**src/hw/ssl_pkg.sv**
```systemverilog
// shared constants and types for the sideband serial link client
package ssl_pkg;
    // system clock and the four selectable line rates
    localparam int CLK_HZ = 100_000_000;
    localparam int BPS_0  = 62_500;
    localparam int BPS_1  = 125_000;
    localparam int BPS_2  = 250_000;   // boot rate
    localparam int BPS_3  = 500_000;
    // clocks per bit, derived from rate and clock
    localparam logic [15:0] DIV_0 = 16'(CLK_HZ / BPS_0);
    localparam logic [15:0] DIV_1 = 16'(CLK_HZ / BPS_1);
    localparam logic [15:0] DIV_2 = 16'(CLK_HZ / BPS_2);
    localparam logic [15:0] DIV_3 = 16'(CLK_HZ / BPS_3);
    // frame: start, 8 data, odd parity, stop
    localparam logic [3:0] FRAME_LAST = 4'hA;
    // command codes (seven bits)
    localparam logic [6:0] CMD_BAUD  = 7'h00;
    localparam logic [6:0] CMD_LINK  = 7'h01;
    localparam logic [6:0] CMD_PROF  = 7'h02;
    localparam logic [6:0] CMD_TXN   = 7'h03;
    localparam logic [6:0] CMD_RXN   = 7'h04;
    localparam logic [6:0] CMD_RATE  = 7'h05;
    localparam logic [6:0] CMD_START = 7'h7E;
    // reply status codes
    localparam logic [7:0] STS_OK    = 8'h00;
    localparam logic [7:0] STS_UNSUP = 8'h01;
    localparam logic [7:0] STS_CSUM  = 8'h02;
    // header of a client data packet: origin bit set
    localparam logic [7:0] HDR_CLIENT = 8'h80;
    // packet lengths in bytes
    localparam logic [2:0] CMD_LEN = 3'h4;
    localparam logic [2:0] PKT1_LEN = 3'h3;
    localparam logic [2:0] PKT2_LEN = 3'h4;
    // link configuration
    typedef struct packed {
        logic       running;   // data exchange started
        logic [1:0] refresh;   // 0 500us, 1 750us, 2 1ms
        logic [1:0] rx_n;      // bytes the host receives
        logic [1:0] tx_n;      // bytes the host sends
        logic       profile;   // 0 simple, 1 addressed
        logic [7:0] dir;       // direction mode
        logic [7:0] conn;      // connection type
        logic [1:0] baud;      // rate select
    } ssl_cfg_t;
    localparam ssl_cfg_t CFG_RST = '{running: 1'b0, refresh: 2'h0, rx_n: 2'h1,
        tx_n: 2'h1, profile: 1'b0, dir: 8'h00, conn: 8'h00, baud: 2'h2};
endpackage : ssl_pkg

```
**src/hw/ssl_client.sv**
```systemverilog
// client end of the one-wire sideband serial link
`timescale 1ns/1ps
module ssl_client
    import ssl_pkg::*;
(
    input  wire logic        i_ref_clk,
    input  wire logic        i_reset,
    input  wire logic        i_swire,       // shared line, sensed
    output logic             o_swire,       // shared line, driven value
    output logic             o_swire_oe_n,  // low while driving
    input  wire logic [15:0] i_gpio_in,     // sideband inputs to send
    output logic      [15:0] o_gpio_out,    // sideband outputs received
    output ssl_cfg_t         o_cfg,         // current link settings
    output logic             o_pkt_drop     // pulse: packet discarded
);
    typedef enum logic [2:0] {
        ST_CFG = 3'b001,   // collecting a command
        ST_DAT = 3'b010,   // collecting a data packet
        ST_RPL = 3'b100    // sending the answer
    } ssl_st_t;

    // per-rate divider lookup
    function automatic logic [15:0] baud_div(input logic [1:0] s);
        case (s)
            2'h0:    baud_div = DIV_0;
            2'h1:    baud_div = DIV_1;
            2'h2:    baud_div = DIV_2;
            default: baud_div = DIV_3;
        endcase
    endfunction : baud_div

    // which parameter values each command supports
    function automatic logic [7:0] cmd_sts(input logic [6:0] c, input logic [15:0] p);
        logic ok;
        ok = 1'b0;
        case (c)
            CMD_BAUD:  ok = (p <= 16'h0003);
            CMD_LINK:  ok = (p == 16'h0000);
            CMD_PROF:  ok = (p <= 16'h0001);
            CMD_TXN,
            CMD_RXN:   ok = (p == 16'h0001) || (p == 16'h0002);
            CMD_RATE:  ok = (p <= 16'h0002);
            CMD_START: ok = (p == 16'h0000);
            default:   ok = 1'b0;
        endcase
        cmd_sts = ok ? STS_OK : STS_UNSUP;
    endfunction : cmd_sts

    ssl_cfg_t    cfg_q;           // live settings
    logic [1:0]  baud_pend_q;     // rate taken after the reply
    logic [15:0] div;             // clocks per bit now
    logic        sw_m_q, sw_s_q;  // line synchroniser
    logic [15:0] gp_m_q, gp_s_q;  // input synchroniser

    assign div   = baud_div(cfg_q.baud);
    assign o_cfg = cfg_q;

    // two-flop synchronisers for the pins
    always_ff @(posedge i_ref_clk) begin
        if (i_reset) begin
            sw_m_q <= 1'b1;
            sw_s_q <= 1'b1;
            gp_m_q <= 16'h0000;
            gp_s_q <= 16'h0000;
        end else begin
            sw_m_q <= i_swire;
            sw_s_q <= sw_m_q;
            gp_m_q <= i_gpio_in;
            gp_s_q <= gp_m_q;
        end
    end

    // transmitter state
    logic        tx_busy_q;      // frame in flight
    logic [10:0] tx_sh_q;        // stop, parity, data, start
    logic [15:0] tx_cnt_q;       // clocks left in bit
    logic [3:0]  tx_nb_q;        // bit index
    logic        tx_ld_q;        // load request, one cycle
    logic [7:0]  tx_dat_q;       // byte to load

    // transmitter: shift reg idles all ones, so the line rests high
    always_ff @(posedge i_ref_clk) begin
        if (i_reset) begin
            tx_busy_q <= 1'b0;
            tx_sh_q   <= '1;
            tx_cnt_q  <= 16'h0000;
            tx_nb_q   <= 4'h0;
        end else if (!tx_busy_q && tx_ld_q) begin
            tx_busy_q <= 1'b1;
            tx_sh_q   <= {1'b1, ~^tx_dat_q, tx_dat_q, 1'b0};
            tx_cnt_q  <= div - 16'h0001;
            tx_nb_q   <= 4'h0;
        end else if (tx_busy_q) begin
            if (tx_cnt_q != 16'h0000) begin
                tx_cnt_q <= tx_cnt_q - 16'h0001;
            end else begin
                tx_cnt_q <= div - 16'h0001;
                tx_sh_q  <= {1'b1, tx_sh_q[10:1]};
                tx_nb_q  <= tx_nb_q + 4'h1;
                if (tx_nb_q == FRAME_LAST) begin
                    tx_busy_q <= 1'b0;
                end
            end
        end
    end

    assign o_swire      = tx_sh_q[0];
    assign o_swire_oe_n = ~tx_busy_q;

    // receiver state
    logic        rx_busy_q;      // sampling a frame
    logic        rx_arm_q;       // line seen high since last frame
    logic [15:0] rx_cnt_q;       // clocks to next sample
    logic [10:0] rx_sh_q;        // sampled bits
    logic [3:0]  rx_nb_q;        // bit index
    logic        rx_vld_q;       // pulse: frame ended
    logic        rx_err_q;       // framing or parity fault
    logic        rx_brk_q;       // all-low frame: restart sequence
    logic [7:0]  rx_byte_q;      // received data
    logic [10:0] frm;            // frame with the last bit

    assign frm = {sw_s_q, rx_sh_q[10:1]};

    // receiver: deaf while driving so our own frames are not heard;
    // arming on a high level keeps a held-low break from retriggering
    always_ff @(posedge i_ref_clk) begin
        if (i_reset) begin
            rx_busy_q <= 1'b0;
            rx_arm_q  <= 1'b0;
            rx_cnt_q  <= 16'h0000;
            rx_sh_q   <= 11'h000;
            rx_nb_q   <= 4'h0;
            rx_vld_q  <= 1'b0;
            rx_err_q  <= 1'b0;
            rx_brk_q  <= 1'b0;
            rx_byte_q <= 8'h00;
        end else begin
            rx_vld_q <= 1'b0;
            if (tx_busy_q || tx_ld_q) begin
                rx_busy_q <= 1'b0;
                rx_arm_q  <= 1'b0;
            end else if (!rx_busy_q) begin
                if (sw_s_q) begin
                    rx_arm_q <= 1'b1;
                end else if (rx_arm_q) begin
                    rx_busy_q <= 1'b1;
                    rx_cnt_q  <= {1'b0, div[15:1]};   // sample mid-bit
                    rx_nb_q   <= 4'h0;
                end
            end else if (rx_cnt_q != 16'h0000) begin
                rx_cnt_q <= rx_cnt_q - 16'h0001;
            end else begin
                rx_cnt_q <= div - 16'h0001;
                rx_sh_q  <= frm;
                rx_nb_q  <= rx_nb_q + 4'h1;
                if (rx_nb_q == FRAME_LAST) begin
                    rx_busy_q <= 1'b0;
                    rx_arm_q  <= 1'b0;
                    rx_vld_q  <= 1'b1;
                    rx_byte_q <= frm[8:1];
                    rx_brk_q  <= (frm == 11'h000);
                    rx_err_q  <= frm[0] || !frm[10] || !(^frm[9:1]);
                end
            end
        end
    end

    // packet assembly and answers
    ssl_st_t    st_q;
    logic [7:0] in_q [4];        // bytes collected
    logic [2:0] in_idx_q;
    logic [7:0] out_q [4];       // bytes to send
    logic [2:0] out_len_q;
    logic [2:0] out_idx_q;
    logic [2:0] pkt_len;         // host data packet length
    logic [7:0] csum;            // sum of the first three bytes
    logic [7:0] sts;             // status for a full command
    logic       last;            // this byte completes the packet

    assign pkt_len = (cfg_q.tx_n == 2'h2) ? PKT2_LEN : PKT1_LEN;
    assign csum    = in_q[0] + in_q[1] + in_q[2];
    assign sts     = cmd_sts(in_q[0][6:0], {in_q[1], in_q[2]});
    assign last    = (in_idx_q + 3'h1) == ((st_q == ST_CFG) ? CMD_LEN : pkt_len);

    // protocol engine: every answer follows a host packet or a restart break
    always_ff @(posedge i_ref_clk) begin
        if (i_reset) begin
            st_q        <= ST_CFG;
            cfg_q       <= CFG_RST;
            baud_pend_q <= CFG_RST.baud;
            in_idx_q    <= 3'h0;
            out_len_q   <= 3'h0;
            out_idx_q   <= 3'h0;
            tx_ld_q     <= 1'b0;
            tx_dat_q    <= 8'h00;
            o_gpio_out  <= 16'h0000;
            o_pkt_drop  <= 1'b0;
            for (int i = 0; i < 4; i++) begin
                in_q[i]  <= 8'h00;
                out_q[i] <= 8'h00;
            end
        end else begin
            tx_ld_q    <= 1'b0;
            o_pkt_drop <= 1'b0;
            case (st_q)
                ST_CFG, ST_DAT: begin
                    if (rx_vld_q && rx_brk_q) begin
                        // restart: back to configuration, settings kept
                        cfg_q.running <= 1'b0;
                        in_idx_q      <= 3'h0;
                        out_q[0]      <= STS_OK;
                        out_len_q     <= 3'h1;
                        out_idx_q     <= 3'h0;
                        st_q          <= ST_RPL;
                    end else if (rx_vld_q && rx_err_q) begin
                        in_idx_q   <= 3'h0;
                        o_pkt_drop <= 1'b1;
                    end else if (rx_vld_q && in_idx_q == 3'h0 && rx_byte_q[7]) begin
                        // origin flag or command MSB wrong: not from the host
                        o_pkt_drop <= 1'b1;
                    end else if (rx_vld_q && !last) begin
                        in_q[in_idx_q[1:0]] <= rx_byte_q;
                        in_idx_q       <= in_idx_q + 3'h1;
                    end else if (rx_vld_q && st_q == ST_CFG) begin
                        in_idx_q  <= 3'h0;
                        out_q[0]  <= in_q[0];
                        out_len_q <= 3'h2;
                        out_idx_q <= 3'h0;
                        st_q      <= ST_RPL;
                        if (csum != rx_byte_q) begin
                            out_q[1] <= STS_CSUM;
                        end else begin
                            out_q[1] <= sts;
                            if (sts == STS_OK) begin
                                case (in_q[0][6:0])
                                    CMD_BAUD:  baud_pend_q   <= in_q[2][1:0];
                                    CMD_LINK: begin
                                        cfg_q.dir  <= in_q[1];
                                        cfg_q.conn <= in_q[2];
                                    end
                                    CMD_PROF:  cfg_q.profile <= in_q[2][0];
                                    CMD_TXN:   cfg_q.tx_n    <= in_q[2][1:0];
                                    CMD_RXN:   cfg_q.rx_n    <= in_q[2][1:0];
                                    CMD_RATE:  cfg_q.refresh <= in_q[2][1:0];
                                    CMD_START: cfg_q.running <= 1'b1;
                                    default:   cfg_q.running <= cfg_q.running;
                                endcase
                            end
                        end
                    end else if (rx_vld_q) begin
                        // complete host data packet
                        in_idx_q <= 3'h0;
                        if (cfg_q.tx_n == 2'h1 && in_q[1] != rx_byte_q) begin
                            o_pkt_drop <= 1'b1;
                        end else if (cfg_q.tx_n == 2'h2 && csum != rx_byte_q) begin
                            o_pkt_drop <= 1'b1;
                        end else begin
                            if (cfg_q.tx_n == 2'h1) begin
                                o_gpio_out[7:0] <= in_q[1];
                            end else begin
                                o_gpio_out <= {in_q[2], in_q[1]};
                            end
                            // answer sized by the host receive setting
                            out_q[0]  <= HDR_CLIENT;
                            out_q[1]  <= gp_s_q[7:0];
                            out_idx_q <= 3'h0;
                            st_q      <= ST_RPL;
                            if (cfg_q.rx_n == 2'h1) begin
                                out_q[2]  <= gp_s_q[7:0];
                                out_len_q <= PKT1_LEN;
                            end else begin
                                out_q[2]  <= gp_s_q[15:8];
                                out_q[3]  <= HDR_CLIENT + gp_s_q[7:0] + gp_s_q[15:8];
                                out_len_q <= PKT2_LEN;
                            end
                        end
                    end
                end
                ST_RPL: begin
                    // one byte at a time; load only when the line is free;
                    // a host still holding a restart low keeps the answer back
                    if (!tx_busy_q && !tx_ld_q && sw_s_q) begin
                        if (out_idx_q == out_len_q) begin
                            cfg_q.baud <= baud_pend_q;  // new rate after the answer
                            st_q       <= cfg_q.running ? ST_DAT : ST_CFG;
                        end else begin
                            tx_ld_q   <= 1'b1;
                            tx_dat_q  <= out_q[out_idx_q[1:0]];
                            out_idx_q <= out_idx_q + 3'h1;
                        end
                    end
                end
                default: st_q <= ST_CFG;
            endcase
        end
    end
endmodule : ssl_client

```
**config.mk**
```make
export PLATFORM = sky130hd
export DESIGN_NAME = ssl_client
export DESIGN_NICKNAME = d
export VERILOG_FILES = /design/src/hw/ssl_pkg.sv /design/src/hw/ssl_client.sv
export SDC_FILE = /design/constraint.sdc
export NUM_CORES = 1
export LEC_CHECK = 0
export ABC_CLOCK_PERIOD_IN_PS = 10100
export BUFFER_PORTS_ARGS = -buffer_cell sky130_fd_sc_hd__buf_4
export CORE_ASPECT_RATIO = 0.8
export CORE_MARGIN = 2
export CORE_UTILIZATION = 65
export DETAILED_ROUTE_END_ITERATION = 8
export PLACE_DENSITY = 0.8
export SYNTH_ARGS = -nofsm -noshare
export SYNTH_HDL_FRONTEND = slang
export SYNTH_SLANG_ARGS = --single-unit
```
**constraint.sdc**
```tcl
create_clock -name i_ref_clk -period 10.1 [get_ports i_ref_clk]
set_clock_uncertainty 0.2 [all_clocks]
set_input_delay 1.515 -clock i_ref_clk [delete_from_list [all_inputs] [get_ports i_ref_clk]]
set_output_delay 1.515 -clock i_ref_clk [all_outputs]
set_load 0.01 [all_outputs]
```
==> metrics.md, run 1 <==
| Metric | Value |
|---|---|
| Status | `finished, final reports clean` |
| Pin count of the biggest net entering global routing | `100` |
| CP Launch Point | `in_q[0][1]$_SDFFCE_PN0P_` |
| FP Rows | `42` |
| Synth warnings | `0` |
| Height of the die | `roughly 120 um` |
| Total leakage power | `roughly 4.8 nW` |
| CP max FO | `20` |
| GPL Wtd Cong | `~0.95` |
| #FFs+latches synth | `230` |
| Clock latency on the worst-skew pair | `between 500 and 600 ps` |
| Design area | `between 10000 and 15000 um^2` |
| Post-CTS Setup Bufs | `0` |
| Seq/Total Area, Yosys | `0.465` |
| Final number of hold-violating endpoints | `0` |
| CP Capture Type | `register` |
| Worst reg2reg setup slack | `slightly below 6000 ps` |
| GRT Overall Usage | `0.275` |
| Initial antenna violation count | `0` |
| Clk root buf | `clkbuf_16` |
| Initial DRT Pass Iterations | `5` |
| CTS H-tree lvls | `1` |
| Share of cells above drive strength 1 | `0.129` |
| I/O pin count | `64` |
| Layout net count | `between 1000 and 1500` |
| Post-route DRC | `0` |
| Worst-margin pin slew | `~1100 ps` |
| Startpoint types | `register` |
| Most common cell after layout, fill and taps aside | `dfxtp_1` |
| CTS clk-pin slew, worst paths | `60 ps` |
| CTS sink cnt | `230` |
| Die width | `roughly 150 um` |
| Drt via density | `roughly 6` |
| Critical path data arrival time | `~4300 ps` |
| # diodes | `0` |
| F_max | `0.232 GHz` |
| Top_reg_cell synth | `dfxtp_1` |
| Total number of vias | `about 8500` |
| Fin util | `0.745` |
| Total routed wirelength | `roughly 25 mm` |
| Max cap viols | `0` |
| Core area | `roughly 17000 um^2` |
| Post-synth ARST share | `0` |
| DP Area | `roughly 12000 um^2` |
| Reg-to-reg startpoint | `in_q[0][1]$_SDFFCE_PN0P_` |
| Post-DRT Antenna Nets | `0` |
| Cell Area, Synth | `11100 um^2` |
| Mean Syn Cell Area | `9.75 um^2` |
| Worst hold path class | `reg -> reg` |
| HPWL after detailed placement | `between 15 and 20 mm` |
| Die area | `roughly 18000 um^2` |
| IO Port Bufs | `63` |
| Synth cell types | `80` |
| Post-synthesis net count | `1205` |
| Setup TNS | `0 ps` |
| Number of synthesized flops with an enable pin | `56` |
| Fin crit period | `between 4000 and 5000 ps` |
| Slew headroom | `0.297` |
| Most frequent cells in the layout | `dfxtp_1, nand2_1, nor2_1` |
| Max rail drop VDD | `about 0.15 mV` |
| Clk buf depth | `3` |
| CP required | `10070 ps` |
| Gr ovfl total | `0` |
| CTS buffer count | `22` |
| Hold-fix buffers, CTS | `0` |
| Final setup fails | `0` |
| Cts repair resizes | `0` |
| Period utilization | `0.427` |
| WS Path Type | `reg -> reg` |
| Initial detailed-routing violation count | `approximately 860` |
| CTS tree | `built` |
| First-pass GRT wire length | `roughly 40 mm` |
| Syn Inst Count | `~1100` |
| Final-report max-slew violation count | `0` |
| Initial Util | `0.667` |
| Drt wl/cell | `approximately 17 um` |
| Vias in the first global route | `7872` |
| P&R area growth vs syn | `11.8%` |
| RSZ-0062 raised after global routing | `false` |
| PwrDens | `approximately 160 nW/um^2` |
| Hold Startpoint | `sw_m_q$_SDFF_PP1_` |
==> area by class of cell <==
cell class,count,area (um^2)
clock inverters,8,92.6
inverters,22,82.6
fillers,1213,4240
multi-input cells,831,5620
flip-flops and latches,230,5160
clock buffers,32,662
well taps,220,275
repair buffers,69,518
==> layer usage <==
layer  part of all wire  global-route usage  up-vias
met4              0.017              0.0578        0
met5                  0                   0        -
met3              0.079              0.0583       40
met1               0.46               0.401     4036
met2               0.44               0.424      290
li1                   -                   -     4126
==> path summary, 6_finish.rpt <==
check | end | cells after the start
max reg2reg | out_q[1][4]$_SDFFCE_PN0P_ | 10
min reg2reg | sw_s_q$_SDFF_PP1_ | 1
min | sw_s_q$_SDFF_PP1_ | 1
max | out_q[1][4]$_SDFFCE_PN0P_ | 10
==> synth_stat cells, drive strengths merged (5+ instances only) <==
| cell type | number | share of area |
|---|---|---|
| a21o | 10 | 0.0068 |
| or4 | 9 | 0.0065 |
| mux4 | 8 | 0.016 |
| nor2 | 96 | 0.032 |
| a22o | 12 | 0.0095 |
| nor2b | 44 | 0.025 |
| nor3b | 22 | 0.016 |
| mux2i | 22 | 0.020 |
| nor3 | 41 | 0.024 |
| xor2 | 24 | 0.020 |
| buf | 19 | 0.0095 |
| or3 | 11 | 0.0068 |
| xnor2 | 40 | 0.032 |
| dfxtp | 174 | 0.31 |
| o21ai | 51 | 0.023 |
| edfxtp | 56 | 0.15 |
| nand2 | 101 | 0.034 |
| nor4 | 21 | 0.019 |
| o211ai | 5 | 0.0034 |
| nand2b | 6 | 0.0034 |
| fa | 9 | 0.016 |
| nand4 | 10 | 0.0056 |
| nand3 | 41 | 0.020 |
| clkbuf | 37 | 0.013 |
| inv | 21 | 0.0071 |
| and2 | 45 | 0.025 |
| a211oi | 15 | 0.011 |
| ha | 38 | 0.043 |
| a21oi | 84 | 0.038 |
| or2 | 8 | 0.0045 |
==> sequential cells by signal, summed over array words and instances (netlist names), 2 cells and up <==
register,cells
out_q,32
o_cfg,26
in_q,24
gp_m_q,16
gp_s_q,16
o_gpio_out,16
rx_cnt_q,16
tx_cnt_q,16
rx_sh_q,10
tx_sh_q,10
rx_byte_q,8
tx_dat_q,8
rx_nb_q,4
tx_nb_q,4
in_idx_q,3
out_idx_q,3
out_len_q,3
st_q,3
baud_pend_q,2
==> critical path: stages, from the launching register on <==
cell	delay (ps)
edfxtp_1	610
fa_1	500
ha_1	250
fa_1	410
a21o_1	200
a21oi_1	210
o21ai_0	190
xor2_2	350
a31o_2	510
nand2_1	180
nand3_1	340
==> metrics by stage <==
| stage | cells | setup WS, ps | total power [mW] | hold WS [ps] |
|---|---|---|---|---|
| 2_1_floorplan | 1139 | 6230 | 1.10 | 189 |
| 3_3_place_gp | 1372 | 5690 | 1.12 | 198 |
| 3_5_place_dp | 1372 | 5620 | 1.13 | 200 |
| 4_1_cts | 1412 | 5860 | 1.97 | 215 |
| 5_1_grt | 1412 | 5560 | 2.03 | 237 |
| 6_report | 1412 | 5780 | 1.96 | 215 |
==> where the power goes <==
part | switching, mW | total, mW | internal [mW]
sequential | 0.0179 | 0.978 | 0.960
combinational | 0.0809 | 0.133 | 0.0518
clock | 0.345 | 0.853 | 0.508
==> logic make-up (layout without fill, tap and decap cells) <==
group                      count (synthesis)  in the layout  share of synthesized area
AOI/OAI and AO/OA                        215            215                      0.120
muxes                                     32             32                     0.0381
and+or+nand+nor                          473            473                      0.236
buffers and inverters                     78            131                     0.0294
adders and majority gates                 47             47                     0.0590
DFF                                      230            230                      0.465
xor gates and xnor gates                  64             64                     0.0525
Power figures use the tool's default switching activity.
==> inputs of run 2 (changes only) <==
ABC_CLOCK_PERIOD_IN_PS = 4500   (was 10100)
CORE_UTILIZATION = 61   (was 65)
PLACE_DENSITY = 0.76   (was 0.8)
clock period = 4.5 ns   (was 10.1 ns; I/O delays follow)
==> run 2 against run 1 <==
Against the previous run: fmax increased by 5.4%; clock power increased by 130%; die area increased by 6.4%; global-route usage decreased by 1.6 points; sequential share of layout area decreased by 0.32 points; critical path type unchanged; largest cell class unchanged; highest routed layer unchanged.
==> metrics.md, run 2 (same netlist as run 1, synthesis figures left out) <==
| Metric | Value |
|---|---|
| Hold-fix buffers, CTS | `0 (unchanged)` |
| CP Capture Type | `register` |
| Most common cell after layout, fill and taps aside | `dfxtp_1` |
| Clk buf depth | `3 (unchanged)` |
| Fin crit period | `4100 ps (-220 ps)` |
| CTS buffer count | `23 (+4.5%)` |
| Most used cell, CP | `fa_1` |
| Crit-path leading delay family | `compound AO/OA/AOI/OAI gates` |
| Initial Util | `0.617 (-0.0498)` |
| First-pass GRT wire length | `40.8 mm (+1.6%)` |
| Post-route DRC | `0 (unchanged)` |
| CTS tree | `built` |
| CTS clk-pin slew, worst paths | `60 ps (about the same)` |
| Post-DRT Antenna Nets | `0 (unchanged)` |
| Total leakage power | `4.89 nW (+0.95%)` |
| Cts repair resizes | `0 (unchanged)` |
| Startpoint types | `register` |
| Final-report max-slew violation count | `0 (unchanged)` |
| # diodes | `0 (unchanged)` |
| Total routed wirelength | `24.6 mm (-0.32%)` |
| I/O pin count | `64 (unchanged)` |
| Max cap viols | `0 (unchanged)` |
| Final setup fails | `0 (unchanged)` |
| FP Rows | `44 (+4.8%)` |
| Share of cells above drive strength 1 | `0.137 (+0.00808)` |
| Status | `finished, final reports clean` |
| RSZ-0062 raised after global routing | `false` |
| Critical path's slowest cell | `a31oi_1` |
| Slew headroom | `0.404 (+0.107)` |
| Most frequent cells in the layout | `dfxtp_1, nand2_1, nor2_1` |
| Worst hold path class | `in -> reg` |
| Die width | `155 um (+3.1%)` |
| IO Port Bufs | `63 (unchanged)` |
| Max rail drop VDD | `0.400 mV (+180%)` |
| GRT Overall Usage | `0.259 (-0.0159)` |
| WS Path Type | `reg -> reg` |
| CTS sink cnt | `230 (unchanged)` |
| Slowest stage delay, CP | `620 ps (about the same)` |
| Max reg flops | `32 (unchanged)` |
| Cells along the critical path | `fa_1 > ha_1 > fa_1 > a21o_1 > a21oi_1 > o21ai_0 > xor2_2 > a31oi_1 > buf_4 > nand3b_1 > a211oi_1` |
| Initial antenna violation count | `0 (unchanged)` |
| WHS Path Cells | `2 (+1)` |
| HPWL after detailed placement | `17.4 mm (+0.15%)` |
| Final number of hold-violating endpoints | `0 (unchanged)` |
| Hold Startpoint | `i_swire` |
| Worst-margin pin slew | `887 ps (-168 ps)` |
| Reg-to-reg endpoint | `o_pkt_drop$_SDFF_PP0_` |
| Clock latency on the worst-skew pair | `510 ps (about the same)` |
| CP bufs+invs | `1 (+1)` |
| F_max | `0.244 GHz (+5.4%)` |
| PwrDens | `354 nW/um^2 (+120%)` |
| Height of the die | `125 um (+3.1%)` |
| Post-CTS Setup Bufs | `0 (unchanged)` |
| GPL Wtd Cong | `0.969 (+1.5%)` |
| CP max FO | `17 (-15%)` |
| WHS Endpoint | `sw_m_q$_SDFF_PP1_` |
| Clk root buf | `clkbuf_16` |
| Period utilization | `0.910 (+0.483)` |
| Initial DRT Pass Iterations | `5 (unchanged)` |
| Vias in the first global route | `7962 (+1.1%)` |
| Core area | `18000 um^2 (+8.1%)` |
| Worst reg2reg setup slack | `400 ps (-5380 ps)` |
| CP required | `4730 ps (-5340 ps)` |
| Hold_ws | `146 ps (-68.9 ps)` |
| CTS H-tree lvls | `1 (unchanged)` |
| Largest register by flop count | `out_q` |
| Initial detailed-routing violation count | `712 (-17%)` |
| P&R area growth vs syn | `12.7%` |
| Pin count of the biggest net entering global routing | `58 (-42%)` |
| Reg-to-reg startpoint | `in_q[0][1]$_SDFFCE_PN0P_` |
| CP Launch Point | `in_q[0][1]$_SDFFCE_PN0P_` |
| Setup TNS | `0 ps (unchanged)` |
| Drt wl/cell | `17.2 um (-1.7%)` |
| Gr ovfl total | `0 (unchanged)` |
| Worst R2R Path Depth | `11 (+1)` |
| Total number of vias | `8400 (-1.1%)` |
| Critical Path Stages | `11 (+1)` |
| Layout net count | `1252 (+0.81%)` |
| Die area | `19300 um^2 (+6.4%)` |
| Drt via density | `5.87 (-2.5%)` |
| Critical path data arrival time | `4320 ps (+40 ps)` |
==> run 2: cell count changes in the layout (fill, tap and decap cells not counted) <==
cell / before / now
buf_4: 69 / 78
clkbuf_1: 6 / 5
clkbuf_16: 25 / 24
clkbuf_4: 0 / 1
clkbuf_8: 1 / 3
clkinv_2: 4 / 2
clkinv_4: 0 / 2
clkinvlp_4: 0 / 1
inv_4: 2 / 0
inv_6: 0 / 1
==> run 2: layout make-up <==
class	count	area, um^2
clock buffer	33	668
clock inverter	8	104
fill	1411	5490
inverter	22	82.6
multi-input combinational	831	5620
sequential	230	5160
tap	230	288
timing repair buffer	78	586
==> run 2: per-layer routing <==
| layer | vias up | global-route usage | wire [um] |
|---|---|---|---|
| met5 | - | 0 | 0 |
| met4 | 0 | 0.0556 | 492 |
| li1 | 4141 | - | - |
| met2 | 261 | 0.393 | 10800 |
| met1 | 3956 | 0.386 | 11600 |
| met3 | 42 | 0.0484 | 1720 |
==> run 2: worst max-delay path by stage <==
stage / end / slack (ps)
floorplan: out_q[0][0]$_SDFFCE_PP0P_ / 630
global placement: o_pkt_drop$_SDFF_PP0_ / 490
detailed placement: o_pkt_drop$_SDFF_PP0_ / 450
CTS: o_pkt_drop$_SDFF_PP0_ / 420
global route: o_pkt_drop$_SDFF_PP0_ / 140
finish: o_pkt_drop$_SDFF_PP0_ / 400
==> run 2: stage by stage <==
stage                util  power, mW  setup WS [ps]  instance area (um^2)  std cells
floorplan               -       2.46            629                 11100       1139
global placement    0.652       2.53            488                 11700       1391
detailed placement  0.652       2.54            448                 11700       1391
CTS                 0.695       4.46            419                 12500       1432
global route        0.695       4.60            138                 12500       1432
finish              0.695       4.43            405                 12500       1432
==> run 2: report_power, final <==
| group | total (mW) | internal, mW | switching [mW] |
|---|---|---|---|
| Sequential | 2.19 | 2.15 | 0.0393 |
| Combinational | 0.300 | 0.122 | 0.177 |
| Clock | 1.94 | 1.15 | 0.789 |
| Total | 4.43 | 3.43 | 1.01 |
==> inputs of run 3 (changes only) <==
GPL_TIMING_DRIVEN = 0   (was not set)
SETUP_SLACK_MARGIN = 0.5   (was not set)
==> run 3 against run 2 <==
Against the previous run: combinational power increased by 12%; wire length increased by 6.6%; hold slack improved by 6.7 ps; sequential cell count unchanged; critical path type unchanged; critical endpoint is now out_q[1][1]$_SDFFCE_PN0P_.
==> metrics.md, run 3 (same netlist as run 1, synthesis figures left out) <==
| Metric | Value |
|---|---|
| Worst-margin pin slew | `874 ps (-13.1 ps)` |
| Slowest stage delay, CP | `490 ps (-130 ps)` |
| Gate power share | `0.076 (+0.008)` |
| Internal power | `3.37 mW (-1.6%)` |
| HPWL after detailed placement | `18.8 mm (+8.2%)` |
| Gr ovfl total | `0 (unchanged)` |
| Vias in the first global route | `8360 (+5.0%)` |
| Max reg flops | `32 (unchanged)` |
| Largest register by flop count | `out_q` |
| Net Sw Power | `1.04 mW (+3.1%)` |
| Core area | `18000 um^2 (unchanged)` |
| Critical Path Stages | `11 (unchanged)` |
| CTS buffer count | `23 (unchanged)` |
| Status | `finished, final reports clean` |
| Total leakage power | `4.98 nW (+1.9%)` |
| Post-DRT Antenna Nets | `0 (unchanged)` |
| Initial DRT Pass Iterations | `6 (+1)` |
| Worst reg2reg setup slack | `650 ps (+240 ps)` |
| CP max FO | `10 (-7)` |
| CTS tree | `built` |
| First-pass GRT wire length | `42.7 mm (+4.7%)` |
| Share of cells above drive strength 1 | `0.145 (+0.00776)` |
| Initial Util | `0.617 (unchanged)` |
| Most frequent cells in the layout | `dfxtp_1, nand2_1, nor2_1` |
| Reg-to-reg startpoint | `in_q[2][1]$_SDFFCE_PN0P_` |
| Total routed wirelength | `26.2 mm (+6.6%)` |
| CTS H-tree lvls | `1 (unchanged)` |
| Crit-path leading delay family | `adder cells` |
| Critical path's slowest cell | `fa_1` |
| GPL Wtd Cong | `0.911 (-6.0%)` |
| WS Path Type | `reg -> reg` |
| CP bufs+invs | `1 (unchanged)` |
| Slew headroom | `0.413 (+0.00882)` |
| Clk root buf | `clkbuf_16` |
| Design area | `12700 um^2 (+1.4%)` |
| Drt wl/cell | `17.7 um (+3.2%)` |
| Period utilization | `0.856 (-0.0538)` |
| Worst R2R Path Depth | `11 (unchanged)` |
| WHS Path Cells | `2 (unchanged)` |
| Pin count of the biggest net entering global routing | `16 (-72%)` |
| GRT Overall Usage | `0.274 (+0.0151)` |
| DP Area | `11900 um^2 (+1.0%)` |
| Clock latency on the worst-skew pair | `520 ps (about the same)` |
| Die area | `19300 um^2 (unchanged)` |
| FP Rows | `44 (unchanged)` |
| Die width | `155 um (unchanged)` |
| CP Capture Type | `register` |
| Most used cell, CP | `fa_1` |
| CP required | `4570 ps (-160 ps)` |
| Fin cells | `1479 (+3.3%)` |
| F_max | `0.260 GHz (+6.3%)` |
| Final-report max-slew violation count | `0 (unchanged)` |
| Max cap viols | `0 (unchanged)` |
| Clk buf depth | `3 (unchanged)` |
| P&R area growth vs syn | `14.3%` |
| Max rail drop VDD | `0.363 mV (-9.4%)` |
| Initial detailed-routing violation count | `788 (+11%)` |
| Switch share | `0.235 (+0.00832)` |
| Height of the die | `125 um (unchanged)` |
| Final setup fails | `0 (unchanged)` |
| Cells along the critical path | `fa_1 > ha_1 > fa_1 > a21o_1 > a21oi_2 > o21ai_1 > xor2_2 > a31oi_1 > buf_2 > nor3_4 > a22o_1` |
| WHS Endpoint | `sw_m_q$_SDFF_PP1_` |
| Critical path data arrival time | `3920 ps (-400 ps)` |
| Worst hold path class | `in -> reg` |
| Reg-to-reg endpoint | `out_q[1][1]$_SDFFCE_PN0P_` |
| Total number of vias | `8834 (+5.2%)` |
| Final number of hold-violating endpoints | `0 (unchanged)` |
| Filler Cell Count | `1418 (+0.50%)` |
| Seq pwr share | `0.496 (about the same)` |
| Startpoint types | `register` |
| Placed Cells | `1431 (+2.9%)` |
| Initial antenna violation count | `0 (unchanged)` |
| Drt via density | `5.97 (+1.8%)` |
| I/O pin count | `64 (unchanged)` |
| Most common cell after layout, fill and taps aside | `dfxtp_1` |
| PwrDens | `347 nW/um^2 (-2.0%)` |
| Post-route DRC | `0 (unchanged)` |
| Hold Startpoint | `i_swire` |
| Layout net count | `1298 (+3.7%)` |
| CTS sink cnt | `230 (unchanged)` |
| Clock share of power | `0.428 (-0.010)` |
| CTS clk-pin slew, worst paths | `70 ps (about the same)` |
| Fin crit period | `3850 ps (-242 ps)` |
| IO Port Bufs | `62 (-1.6%)` |
| RSZ-0062 raised after global routing | `false` |
run 3: cell count changes in the layout (fill, tap and decap cells not counted), moves of 2 or more:
cell       change
clkinv_4       -2
buf_4          -7
nand2_1        -2
clkbuf_1      +34
buf_2         +14
clkbuf_8       +4
clkinv_2       +3
inv_4          +2
bufinv_16      -2
run 3: area by class of cell:
class	instances	area (um^2)	area share
tap	230	288	0.0227
multi-input combinational	831	5650	0.445
buffer	56	246	0.0194
clock buffer	33	704	0.0555
sequential	230	5160	0.407
antenna	1	2.50	0.000197
inverter	22	82.6	0.00651
clock inverter	8	45.0	0.00355
timing repair buffer	68	510	0.0402
run 3: routing by layer:
layer | up-vias | GRT usage | part of all wire
li1 | 4245 | - | -
met1 | 4208 | 0.389 | 0.45
met2 | 328 | 0.431 | 0.45
met3 | 53 | 0.0557 | 0.084
met4 | 0 | 0.0681 | 0.023
met5 | - | 0 | 0
run 3: metrics by stage:
step,TNS [ps],utilization,setup slack (ps),power [mW],hold slack [ps]
finish,0,0.705,647,4.41,153
global route,0,0.705,480,4.55,167
CTS,0,0.704,507,4.42,149
detailed placement,-1260,0.659,-154,2.55,198
global placement,-766,0.659,-96.0,2.54,196
floorplan,0,-,629,2.46,189
run 3: power by group through the flow:
stage          Clock (mW)  Combinational (mW)  Sequential, mW
6_report             1.89               0.336            2.19
5_1_grt              1.99               0.371            2.19
4_1_cts              1.90               0.330            2.18
3_5_place_dp            0               0.315            2.23
3_3_place_gp            0               0.307            2.23
2_1_floorplan           0               0.237            2.22
run 3: worst register-to-register path, stage by stage, from the launching register on:
cell and delay (ps):
edfxtp_1 430, fa_1 490, ha_1 250, fa_1 420
a21o_1 210, a21oi_2 190, o21ai_1 140, xor2_2 200
a31oi_1 310, buf_2 360, nor3_4 120, a22o_1 280
run 3: timing repair:
| action | in CTS | in global routing |
|---|---|---|
| setup buffers | 5 | 1 |
| endpoints found under the setup margin | 81 | 60 |
| gates resized for setup | 4 | 7 |
| endpoints found under the hold margin | 0 | 0 |
| hold buffers | 0 | 0 |
| pin swaps | 1 | 2 |
run 3: worst max path at each step:
stage | slack (ps) | to | from
after floorplan | 630 | out_q[0][0]$_SDFFCE_PP0P_ | in_q[2][1]$_SDFFCE_PN0P_
after global placement | -100 | out_q[0][6]$_SDFFCE_PP0P_ | in_q[2][1]$_SDFFCE_PN0P_
after detailed placement | -150 | out_q[0][4]$_SDFFCE_PP0P_ | in_q[2][1]$_SDFFCE_PN0P_
after CTS | 510 | out_q[3][0]$_SDFFCE_PP0P_ | in_q[2][1]$_SDFFCE_PN0P_
after global routing | 480 | out_q[2][5]$_SDFFCE_PN0P_ | in_q[2][1]$_SDFFCE_PN0P_
final | 650 | out_q[1][1]$_SDFFCE_PN0P_ | in_q[2][1]$_SDFFCE_PN0P_
